$ cat src/rmst_pkg.sv
/*
  Package for the segment translation block: mode codes, segment slot
  indices, reset values, field widths and the packed carriers.
  Assumes a single clock domain and an execution path that drives
  synchronous, one-cycle requests.
*/
// Functional notes
// - the block starts in real mode; only protected mode is entered from it.
// - real address is 20 bits: selector shifted left four plus offset.
// - a real-mode pop or move load sets selector and base selector*16.
// - a real or virtual-8086 selector load keeps limit and attributes.
// - a real-mode far transfer loads code selector and base selector*16.
// - real mode never consults the descriptor tables or task state segment.
// - virtual-8086 mode forms bases as real mode does, inside a 1MB space.
// - v86 far transfers act as real; an interrupt enters protected mode.
// - compatibility mode segments exactly as legacy protected mode.
// - 64-bit mode is flat while the system segment registers stay in use.
// - there are ten segment registers, six user and four system.
// - each segment register holds a base, a limit and attributes.
// - in 64-bit mode bases count as zero, save the two auxiliary segments.
`default_nettype none

package rmst_pkg;

  // ---------------------------------------------------------------
  // widths and counts
  // ---------------------------------------------------------------
  localparam int SEL_W    = 16;
  localparam int BASE_W   = 64;
  localparam int LIMIT_W  = 32;
  localparam int ATTR_W   = 12;
  localparam int IDX_W    = 4;
  localparam int REAL_W   = 20;
  localparam int SHIFT_W  = 4;
  localparam int NUM_SEGS = 10;
  localparam int NUM_USER = 6;

  // ---------------------------------------------------------------
  // segment slot indices
  // ---------------------------------------------------------------
  localparam logic [3:0] IDX_CODE_SEGMENT          = 4'h0;
  localparam logic [3:0] IDX_DATA_SEGMENT_REG      = 4'h1;
  localparam logic [3:0] IDX_EXTRA_SEGMENT_REG     = 4'h2;
  localparam logic [3:0] IDX_AUX_SEGMENT_ONE       = 4'h3;
  localparam logic [3:0] IDX_AUX_SEGMENT_TWO       = 4'h4;
  localparam logic [3:0] IDX_STACK_SEGMENT         = 4'h5;
  localparam logic [3:0] IDX_GLOBAL_DESCRIPTOR_TBL = 4'h6;
  localparam logic [3:0] IDX_LOCAL_DESCRIPTOR_TBL  = 4'h7;
  localparam logic [3:0] IDX_INTERRUPT_DESC_TBL    = 4'h8;
  localparam logic [3:0] IDX_TASK_REGISTER         = 4'h9;

  // ---------------------------------------------------------------
  // reset values: 64K limit, read/write data
  // ---------------------------------------------------------------
  localparam logic [15:0] SEL_RESET   = 16'h0000;
  localparam logic [63:0] BASE_RESET  = 64'h0;
  localparam logic [31:0] LIMIT_RESET = 32'h0000_ffff;
  localparam logic [11:0] ATTR_RESET  = 12'h093;

  // ---------------------------------------------------------------
  // types
  // ---------------------------------------------------------------
  typedef enum logic [2:0] {
    MODE_REAL   = 3'h0,
    MODE_PROT   = 3'h1,
    MODE_V86    = 3'h3,
    MODE_COMPAT = 3'h2,
    MODE_LONG64 = 3'h6
  } rmst_mode_e;

  typedef enum logic [1:0] {
    LD_SELECTOR = 2'h0,
    LD_FAR      = 2'h1,
    LD_DESC     = 2'h2
  } rmst_ld_kind_e;

  typedef struct packed {
    logic [15:0] sel;
    logic [63:0] base;
    logic [31:0] limit;
    logic [11:0] attr;
  } rmst_seg_s;

  typedef struct packed {
    logic          valid;
    rmst_ld_kind_e kind;
    logic [3:0]    idx;
    rmst_seg_s     seg;
  } rmst_ld_s;

  typedef struct packed {
    logic       valid;
    rmst_mode_e target;
  } rmst_mode_req_s;

  typedef struct packed {
    logic        valid;
    logic [3:0]  idx;
    logic [63:0] ea;
  } rmst_xlat_req_s;

  typedef struct packed {
    logic        valid;
    logic        fault;
    logic [63:0] lin;
  } rmst_xlat_rsp_s;

endpackage

`default_nettype wire

$ cat src/rmst_seg_xlat.sv
/*
  Segment translation top: operating mode, ten segment registers and
  linear address formation with one cycle of latency.
  Assumes request and load inputs are synchronous single-cycle strobes
  from the execution path; descriptor contents arrive ready-made.
*/
`default_nettype none

module rmst_seg_xlat (
  // clock and reset
  input  wire logic                     clk_in,
  input  wire logic                     rst_n_in,
  // mode control
  input  wire rmst_pkg::rmst_mode_req_s mode_req_in,
  input  wire logic                     intr_in,
  // segment loads
  input  wire rmst_pkg::rmst_ld_s       seg_ld_in,
  // translation
  input  wire rmst_pkg::rmst_xlat_req_s xlat_req_in,
  output var  rmst_pkg::rmst_xlat_rsp_s xlat_rsp_out,
  // status
  output var  rmst_pkg::rmst_mode_e     mode_out,
  output logic                          mode_refused_out,
  output logic                          ld_refused_out
);

  // -----------------------------------------------------------------
  // mode state
  // -----------------------------------------------------------------
  rmst_pkg::rmst_mode_e mode_reg;
  rmst_pkg::rmst_mode_e mode_next;
  logic                 req_legal;
  logic                 mode_refused_reg;
  logic                 mode_refused_next;

  always_comb begin
    req_legal = 1'b0;
    unique case (mode_reg)
      rmst_pkg::MODE_REAL:
        req_legal = mode_req_in.target == rmst_pkg::MODE_PROT;
      rmst_pkg::MODE_PROT:
        req_legal = mode_req_in.target != rmst_pkg::MODE_LONG64;
      rmst_pkg::MODE_V86:
        req_legal = mode_req_in.target == rmst_pkg::MODE_PROT;
      rmst_pkg::MODE_COMPAT:
        req_legal = mode_req_in.target == rmst_pkg::MODE_PROT ||
                    mode_req_in.target == rmst_pkg::MODE_LONG64;
      rmst_pkg::MODE_LONG64:
        req_legal = mode_req_in.target == rmst_pkg::MODE_COMPAT;
      default:
        req_legal = 1'b0;
    endcase
  end

  always_comb begin
    mode_next         = mode_reg;
    mode_refused_next = 1'b0;
    if (mode_reg == rmst_pkg::MODE_V86 && intr_in) begin
      mode_next = rmst_pkg::MODE_PROT;
    end else if (mode_req_in.valid) begin
      if (req_legal) begin
        mode_next = mode_req_in.target;
      end else begin
        mode_refused_next = 1'b1;
      end
    end
  end

  always_ff @(posedge clk_in or negedge rst_n_in) begin
    if (!rst_n_in) begin
      mode_reg         <= rmst_pkg::MODE_REAL;
      mode_refused_reg <= 1'b0;
    end else begin
      mode_reg         <= mode_next;
      mode_refused_reg <= mode_refused_next;
    end
  end

  assign mode_out         = mode_reg;
  assign mode_refused_out = mode_refused_reg;

  // -----------------------------------------------------------------
  // load decode
  // -----------------------------------------------------------------
  wire logic mode_is_addr16;
  wire logic ld_user;
  wire logic ld_table;
  wire logic ld_sel_ok;
  wire logic ld_far_ok;
  wire logic ld_desc_ok;
  wire logic ld_shift;
  wire logic [3:0] ld_idx;
  logic      ld_refused_reg;

  assign mode_is_addr16 = mode_reg == rmst_pkg::MODE_REAL ||
                          mode_reg == rmst_pkg::MODE_V86;
  assign ld_user  = seg_ld_in.idx < 4'(rmst_pkg::NUM_USER);
  assign ld_table = seg_ld_in.idx == rmst_pkg::IDX_GLOBAL_DESCRIPTOR_TBL ||
                    seg_ld_in.idx == rmst_pkg::IDX_INTERRUPT_DESC_TBL;
  assign ld_sel_ok  = seg_ld_in.kind == rmst_pkg::LD_SELECTOR &&
                      mode_is_addr16 && ld_user;
  assign ld_far_ok  = seg_ld_in.kind == rmst_pkg::LD_FAR &&
                      mode_is_addr16;
  // descriptor-based loads need the tables, so they never land in
  // real or virtual-8086 mode; global and interrupt descriptor table base loads are always accepted
  assign ld_desc_ok = seg_ld_in.kind == rmst_pkg::LD_DESC &&
                      (ld_table || (!mode_is_addr16 &&
                       seg_ld_in.idx < 4'(rmst_pkg::NUM_SEGS)));
  assign ld_shift = seg_ld_in.valid && (ld_sel_ok || ld_far_ok);
  assign ld_idx   = ld_far_ok ? rmst_pkg::IDX_CODE_SEGMENT : seg_ld_in.idx;

  always_ff @(posedge clk_in or negedge rst_n_in) begin
    if (!rst_n_in) begin
      ld_refused_reg <= 1'b0;
    end else begin
      ld_refused_reg <= seg_ld_in.valid && !ld_shift && !ld_desc_ok;
    end
  end

  assign ld_refused_out = ld_refused_reg;

  // -----------------------------------------------------------------
  // segment registers
  // -----------------------------------------------------------------
  rmst_pkg::rmst_seg_s seg_q [rmst_pkg::NUM_SEGS];

  for (genvar g = 0; g < rmst_pkg::NUM_SEGS; g++) begin : g_seg
    rmst_seg_slot u_slot (
      .clk_in     (clk_in),
      .rst_n_in   (rst_n_in),
      .ld_sel_in  (ld_shift && ld_idx == 4'(g)),
      .ld_desc_in (seg_ld_in.valid && ld_desc_ok &&
                   seg_ld_in.idx == 4'(g)),
      .val_in     (seg_ld_in.seg),
      .seg_out    (seg_q[g])
    );
  end

  // -----------------------------------------------------------------
  // address formation
  // -----------------------------------------------------------------
  wire logic                xl_user;
  wire logic                xl_aux;
  wire rmst_pkg::rmst_seg_s xl_seg;
  logic [63:0]              form_lin;
  logic                     form_fault;
  rmst_pkg::rmst_xlat_rsp_s rsp_reg;

  assign xl_user = xlat_req_in.idx < 4'(rmst_pkg::NUM_USER);
  assign xl_aux  = xlat_req_in.idx == rmst_pkg::IDX_AUX_SEGMENT_ONE ||
                   xlat_req_in.idx == rmst_pkg::IDX_AUX_SEGMENT_TWO;
  assign xl_seg  = xl_user ? seg_q[xlat_req_in.idx] : '0;

  rmst_addr_form u_form (
    .mode_in   (mode_reg),
    .seg_in    (xl_seg),
    .aux_in    (xl_aux),
    .ea_in     (xlat_req_in.ea),
    .lin_out   (form_lin),
    .fault_out (form_fault)
  );

  always_ff @(posedge clk_in or negedge rst_n_in) begin
    if (!rst_n_in) begin
      rsp_reg <= '0;
    end else begin
      rsp_reg.valid <= xlat_req_in.valid;
      rsp_reg.fault <= xlat_req_in.valid && (form_fault || !xl_user);
      rsp_reg.lin   <= form_lin;
    end
  end

  assign xlat_rsp_out = rsp_reg;

  // -----------------------------------------------------------------
  // checks
  // -----------------------------------------------------------------
  wire logic [19:0]         exp_real;
  wire logic [31:0]         exp_legacy;
  wire rmst_pkg::rmst_seg_s ld_tgt;

  assign exp_real   = {xl_seg.sel, 4'h0} + {4'h0, xlat_req_in.ea[15:0]};
  assign exp_legacy = xl_seg.base[31:0] + xlat_req_in.ea[31:0];
  assign ld_tgt     = seg_ld_in.idx < 4'(rmst_pkg::NUM_SEGS) ?
                      seg_q[seg_ld_in.idx] : '0;

  a_real_exit_prot: assert property (
    @(posedge clk_in) disable iff (!rst_n_in)
    ($past(mode_reg) == rmst_pkg::MODE_REAL && mode_reg != $past(mode_reg))
      |-> mode_reg == rmst_pkg::MODE_PROT)
    else $error("real mode left for a mode other than protected");

  a_real_addr_form: assert property (
    @(posedge clk_in) disable iff (!rst_n_in)
    (xlat_req_in.valid && xl_user && mode_reg == rmst_pkg::MODE_REAL)
      |=> xlat_rsp_out.valid &&
          xlat_rsp_out.lin == {44'h0, $past(exp_real)})
    else $error("real mode address is not selector*16 plus offset");

  a_sel_load_base: assert property (
    @(posedge clk_in) disable iff (!rst_n_in)
    (seg_ld_in.valid && seg_ld_in.kind == rmst_pkg::LD_SELECTOR &&
     mode_reg == rmst_pkg::MODE_REAL && ld_user)
      |=> seg_q[$past(seg_ld_in.idx)].sel == $past(seg_ld_in.seg.sel) &&
          seg_q[$past(seg_ld_in.idx)].base ==
            {44'h0, $past(seg_ld_in.seg.sel), 4'h0})
    else $error("selector load did not set base to selector*16");

  a_sel_load_keep: assert property (
    @(posedge clk_in) disable iff (!rst_n_in)
    (seg_ld_in.valid && seg_ld_in.kind == rmst_pkg::LD_SELECTOR &&
     mode_is_addr16 && ld_user)
      |=> seg_q[$past(seg_ld_in.idx)].limit == $past(ld_tgt.limit) &&
          seg_q[$past(seg_ld_in.idx)].attr == $past(ld_tgt.attr))
    else $error("selector load changed limit or attributes");

  a_far_code_base: assert property (
    @(posedge clk_in) disable iff (!rst_n_in)
    (seg_ld_in.valid && seg_ld_in.kind == rmst_pkg::LD_FAR &&
     mode_is_addr16)
      |=> seg_q[0].base == {44'h0, $past(seg_ld_in.seg.sel), 4'h0} &&
          $stable(seg_q[0].limit) && $stable(seg_q[0].attr))
    else $error("far transfer did not load code segment as selector*16");

  a_real_no_tables: assert property (
    @(posedge clk_in) disable iff (!rst_n_in)
    (seg_ld_in.valid && seg_ld_in.kind == rmst_pkg::LD_DESC &&
     mode_is_addr16 && !ld_table &&
     seg_ld_in.idx < 4'(rmst_pkg::NUM_SEGS))
      |=> ld_refused_out && seg_q[$past(seg_ld_in.idx)] == $past(ld_tgt))
    else $error("descriptor load accepted in real or v86 mode");

  a_v86_addr_form: assert property (
    @(posedge clk_in) disable iff (!rst_n_in)
    (xlat_req_in.valid && xl_user && mode_reg == rmst_pkg::MODE_V86)
      |=> xlat_rsp_out.lin[63:20] == 44'h0 &&
          xlat_rsp_out.lin[19:0] == $past(exp_real))
    else $error("v86 address not formed inside 1MB as in real mode");

  a_v86_intr_prot: assert property (
    @(posedge clk_in) disable iff (!rst_n_in)
    (intr_in && mode_reg == rmst_pkg::MODE_V86)
      |=> mode_reg == rmst_pkg::MODE_PROT && !mode_refused_out)
    else $error("interrupt in v86 mode did not enter protected mode");

  a_compat_legacy: assert property (
    @(posedge clk_in) disable iff (!rst_n_in)
    (xlat_req_in.valid && xl_user && mode_reg == rmst_pkg::MODE_COMPAT)
      |=> xlat_rsp_out.lin == {32'h0, $past(exp_legacy)})
    else $error("compatibility mode address differs from legacy form");

  a_flat_long64: assert property (
    @(posedge clk_in) disable iff (!rst_n_in)
    (xlat_req_in.valid && xl_user && !xl_aux &&
     mode_reg == rmst_pkg::MODE_LONG64)
      |=> xlat_rsp_out.lin == $past(xlat_req_in.ea) && !xlat_rsp_out.fault)
    else $error("64-bit mode address is not flat");

  a_aux_base_long64: assert property (
    @(posedge clk_in) disable iff (!rst_n_in)
    (xlat_req_in.valid && xl_aux && mode_reg == rmst_pkg::MODE_LONG64)
      |=> xlat_rsp_out.lin == $past(xlat_req_in.ea) + $past(xl_seg.base))
    else $error("auxiliary segment base not added in 64-bit mode");

  a_mode_refuse_hold: assert property (
    @(posedge clk_in) disable iff (!rst_n_in)
    (mode_req_in.valid && !req_legal &&
     !(mode_reg == rmst_pkg::MODE_V86 && intr_in))
      |=> mode_refused_out && mode_reg == $past(mode_reg))
    else $error("illegal mode request was not refused");

  a_prot_sel_refused: assert property (
    @(posedge clk_in) disable iff (!rst_n_in)
    (seg_ld_in.valid && seg_ld_in.kind == rmst_pkg::LD_SELECTOR &&
     !mode_is_addr16)
      |=> ld_refused_out)
    else $error("selector load accepted in a protected mode");

  a_desc_load_full: assert property (
    @(posedge clk_in) disable iff (!rst_n_in)
    (seg_ld_in.valid && ld_desc_ok &&
     seg_ld_in.idx < 4'(rmst_pkg::NUM_SEGS))
      |=> !ld_refused_out &&
          seg_q[$past(seg_ld_in.idx)] == $past(seg_ld_in.seg))
    else $error("descriptor load did not set base, limit and attributes");

  a_bad_idx_fault: assert property (
    @(posedge clk_in) disable iff (!rst_n_in)
    (xlat_req_in.valid && !xl_user)
      |=> xlat_rsp_out.valid && xlat_rsp_out.fault)
    else $error("translation through a non-user slot did not fault");

  a_sys_slot_long64: assert property (
    @(posedge clk_in) disable iff (!rst_n_in)
    (seg_ld_in.valid && seg_ld_in.kind == rmst_pkg::LD_DESC &&
     mode_reg == rmst_pkg::MODE_LONG64 &&
     seg_ld_in.idx >= 4'(rmst_pkg::NUM_USER) &&
     seg_ld_in.idx < 4'(rmst_pkg::NUM_SEGS))
      |=> !ld_refused_out &&
          seg_q[$past(seg_ld_in.idx)].base == $past(seg_ld_in.seg.base))
    else $error("system segment load refused in 64-bit mode");

endmodule // rmst_seg_xlat

`default_nettype wire

$ cat src/rmst_seg_slot.sv
/*
  One segment register: selector, base, limit and attributes.
  Assumes the owner raises at most one load enable per cycle.
*/
`default_nettype none

module rmst_seg_slot (
  // clock and reset
  input  wire logic              clk_in,
  input  wire logic              rst_n_in,
  // loads
  input  wire logic              ld_sel_in,
  input  wire logic              ld_desc_in,
  input  wire rmst_pkg::rmst_seg_s val_in,
  // contents
  output var  rmst_pkg::rmst_seg_s seg_out
);

  rmst_pkg::rmst_seg_s seg_reg;
  rmst_pkg::rmst_seg_s seg_next;
  wire logic [63:0]    shifted_base;

  assign shifted_base = {44'h0, val_in.sel, 4'h0};
  assign seg_out      = seg_reg;

  always_comb begin
    seg_next = seg_reg;
    if (ld_desc_in) begin
      seg_next = val_in;
    end else if (ld_sel_in) begin
      seg_next.sel  = val_in.sel;
      seg_next.base = shifted_base;
    end
  end

  always_ff @(posedge clk_in or negedge rst_n_in) begin
    if (!rst_n_in) begin
      seg_reg <= {rmst_pkg::SEL_RESET, rmst_pkg::BASE_RESET,
                  rmst_pkg::LIMIT_RESET, rmst_pkg::ATTR_RESET};
    end else begin
      seg_reg <= seg_next;
    end
  end

endmodule // rmst_seg_slot

`default_nettype wire

$ cat src/rmst_addr_form.sv
/*
  Combinational linear address formation for one request.
  Assumes the owner registers the result.
*/
`default_nettype none

module rmst_addr_form (
  // request
  input  wire rmst_pkg::rmst_mode_e mode_in,
  input  wire rmst_pkg::rmst_seg_s  seg_in,
  input  wire logic                 aux_in,
  input  wire logic [63:0]          ea_in,
  // result
  output logic [63:0]               lin_out,
  output logic                      fault_out
);

  wire logic [19:0] real_sum;
  wire logic [31:0] legacy_sum;
  wire logic [63:0] flat_base;
  wire logic        legacy_fault;

  assign real_sum     = {seg_in.sel, 4'h0} + {4'h0, ea_in[15:0]};
  assign legacy_sum   = seg_in.base[31:0] + ea_in[31:0];
  assign flat_base    = aux_in ? seg_in.base : 64'h0;
  assign legacy_fault = ea_in[31:0] > seg_in.limit;

  always_comb begin
    lin_out   = 64'h0;
    fault_out = 1'b0;
    unique case (mode_in)
      rmst_pkg::MODE_REAL, rmst_pkg::MODE_V86: begin
        lin_out   = {44'h0, real_sum};
        fault_out = legacy_fault;
      end
      rmst_pkg::MODE_PROT, rmst_pkg::MODE_COMPAT: begin
        lin_out   = {32'h0, legacy_sum};
        fault_out = legacy_fault;
      end
      rmst_pkg::MODE_LONG64: begin
        lin_out   = ea_in + flat_base;
      end
      default: begin
        lin_out   = 64'h0;
        fault_out = 1'b1;
      end
    endcase
  end

endmodule // rmst_addr_form

`default_nettype wire

$ cat config.mk
export PLATFORM = sky130hd
export DESIGN_NAME = rmst_seg_xlat
export DESIGN_NICKNAME = d
export VERILOG_FILES = /design/src/rmst_pkg.sv /design/src/rmst_seg_xlat.sv /design/src/rmst_seg_slot.sv /design/src/rmst_addr_form.sv
export SDC_FILE = /design/constraint.sdc
export NUM_CORES = 2
export LEC_CHECK = 0
export BUFFER_PORTS_ARGS = -buffer_cell sky130_fd_sc_hd__buf_2
export CAP_MARGIN = 20
export CORE_UTILIZATION = 35
export DETAILED_ROUTE_END_ITERATION = 12
export PLACE_DENSITY_LB_ADDON = 0.12
export SLEW_MARGIN = 25
export SYNTH_ARGS = -nofsm -noshare
export SYNTH_HDL_FRONTEND = slang
export SYNTH_HIERARCHICAL = 1
export SYNTH_SLANG_ARGS = --single-unit
$ cat constraint.sdc
create_clock -name clk_in -period 4.8 [get_ports clk_in]
set_clock_uncertainty 0.1 [all_clocks]
set_input_delay 0.24 -clock clk_in [delete_from_list [all_inputs] [get_ports clk_in]]
set_output_delay 0.24 -clock clk_in [all_outputs]
set_load 0.01 [all_outputs]
==> impl_metrics.toml <==
[status]
status = "finished clean"

[synthesis]
netlist_instances = 3814
syn_area_per_cell_um2 = 11.98
syn_area_mm2 = 0.04569
synth_warnings = 6

[clock_tree]
root_buffer = "clkbuf_16"
numCtsBuffers = 95
cts_buffer_depth = 3
h-tree-depth = 3
clock_sinks = 837
worst_skew_pair.late_latency_ns = 0.74
cts_tree = "done"
clk_pin_slew_ns = 0.06

[setup_path]
crit_path_start_kind = "flop"
crit_top_cell = "a311oi_2"
max_stage_delay_ns = 0.57
crit_fanout = 6
cp-end-kind = "flop"
cp_cell_sequence = "mux4_2 -> nand2_1 -> o21ai_0 -> and2_1 -> ha_1 -> a21o_1 -> a311oi_2 -> o21ai_2 -> a311oi_2 -> o31a_2 -> o211ai_4 -> nand4_1 -> a21oi_1 -> dlygate4sd3_1 -> nor3b_1"
cp.arrival_ns = 5.21
crit_buf_inv = 1
cp_slowest_cell = "dlygate4sd3_1"
critical_path.top_delay_family = "compound AO/OA/AOI/OAI gates"
critical_path_class = "reg2reg"
crit_required_ns = 5.31

[finish]
register_area_mm2 = 0.02109
fin_nets = 4551
fin_util_pct = 41.69
drive_above_1_share_pct = 29.48
postLayoutCellArea_mm2 = 0.05398
multiInputGateArea_mm2 = 0.02250
area_growth_pct = 18.17
nFillCells = 12440

[power]
p_leak_nw = 24.53
p_per_area_mw_per_mm2 = 383.0
peakVddDrop_uv = 273.6

[die]
core_mm2 = 0.1295
die_h_um = 363.3
num_rows = 132
die-area_mm2 = 0.1320
initial_core_util_pct = 35.28
die_w_um = 363.3
io_pins = 278

[place]
pre_cts_slack_ns = -0.1029
gp_congestion = 0.9144
place_area_mm2 = 0.04917
dp_hpwl_um = 105900
io_buffers = 265

[route]
drc_errors = 0
vias_per_cell = 5.546
vias = 33400
wl_um = 157500
first_iter_violations = 2790
wl_per_cell_um = 26.15
ant_nets = 0
first_pass_iters = 5

[global_routing]
grt_max_degree = 122
grt_overflow_total = 0
grt_pass1_wl_um = 234500
antenna_found_initial = 19
grtUsageTotal_pct = 23.83
grt_pass1_vias = 33960

[timing]
fmax_mhz = 212.8
slew_headroom_pct = 33.16
worst_pin_slew_ns = 0.9943
rsz0062_at_grt = "no"
finalHoldViolations = 0
slew_violations = 0
period_share_pct = 97.89
period_needed_ns = 4.699
worst_slack_ns = 0.1014
setup_viol = 0

[flow_run]
cap_violations = 0

[worst_hold_path]
hold_path.class = "in2reg"
## tightest hold or removal path: stages
cell     delay, ns
buf_2         0.08
ha_1          0.30
a21o_1        0.12
a21oi_1       0.07
## what timing repair did
| item | 4_1_cts | 5_1_grt |
|---|---|---|
| hold buffers | 161 | 0 |
| resized for setup | 0 | 2 |
| setup endpoints to repair | 0 | 2 |
| hold endpoints to repair | 882 | 0 |
| buffers inserted | 0 | 1 |
## area by class of cell
| class | instances | area share, % |
|---|---|---|
| flip-flops and latches | 837 | 39.06 |
| inverters | 92 | 0.6397 |
| clock buffers | 139 | 5.099 |
| well taps | 1742 | 4.037 |
| repair buffers | 608 | 8.675 |
| clock inverters | 32 | 0.7834 |
| multi-input cells | 2569 | 41.68 |
| diodes | 4 | 0.01854 |
## state kept, by name, summed over array words and instances (netlist names)
register / cells
g_seg.u_slot/seg_out: 766
ld_refused_out: 1
mode_out: 3
mode_refused_out: 1
xlat_rsp_out: 66
## per-layer routing
metal | GRT usage [%] | vias up | wire (um)
li1 | - | 15020 | -
met1 | 36.20 | 17290 | 77460
met3 | 2.738 | 192 | 7694
met5 | 0 | - | 69
met2 | 35.67 | 887 | 68940
met4 | 6.321 | 12 | 3368
## metrics by stage
stage               hold WS, ns  total power [mW]  instances  setup TNS [ns]
floorplan               -0.1556             11.40       3815               0
global placement         0.2282             13.03       5685         -0.1023
detailed placement       0.2380             13.08       5686         -0.1029
CTS                   0.0002906             20.88       6018               0
global route            0.04407             21.64       6021               0
finish                  0.04838             20.68       6023               0
## power breakdown
| group | switching (mW) | internal, mW |
|---|---|---|
| Sequential | 0.583 | 8.29 |
| Clock | 3.20 | 4.32 |
| Combinational | 2.24 | 2.04 |
## worst paths after layout
| kind | slack [ns] | cells past startpoint | to | start |
|---|---|---|---|---|
| min in group asynchronous | 0.07 | 2 | g_seg[5].u_slot/seg_out[58]$_DFFE_PN0P_ | rst_n_in |
| worst min register to register | 0.39 | 1 | g_seg[1].u_slot/seg_out[106]$_DFFE_PN0P_ | g_seg[1].u_slot/seg_out[106]$_DFFE_PN0P_ |
| worst max-delay path | 0.10 | 15 | xlat_rsp_out[61]$_DFF_PN0_ | g_seg[0].u_slot/seg_out[52]$_DFFE_PN0P_ |
| worst max register to register | 0.10 | 15 | xlat_rsp_out[61]$_DFF_PN0_ | g_seg[0].u_slot/seg_out[52]$_DFFE_PN0P_ |
| max in group asynchronous | 3.34 | 3 | g_seg[2].u_slot/seg_out[98]$_DFFE_PN0P_ | rst_n_in |
| worst min-delay path | 0.05 | 4 | xlat_rsp_out[55]$_DFF_PN0_ | xlat_req_in[55] |
## placed cells by master, fill, tap and decap left out, types with 23 or more instances in the layout
cell type,n
a211o_1,24
a21o_1,70
a21oi_1,134
a22o_1,376
a22oi_1,29
and2_1,69
buf_12,28
buf_2,261
buf_4,155
clkbuf_1,23
clkbuf_16,95
dfrtp_1,723
dfstp_2,114
dlygate4sd3_1,161
ha_1,138
inv_1,91
mux2_2,274
mux2_4,62
mux2i_1,144
mux4_2,139
nand2_1,232
nand2b_1,42
nand3_1,27
nand4_1,25
nor2_1,120
nor3_1,29
o21a_1,29
o21ai_0,196
o22ai_1,32
or3_1,24
xnor2_1,51
xor2_1,28
(Power assumes the default switching activity.)
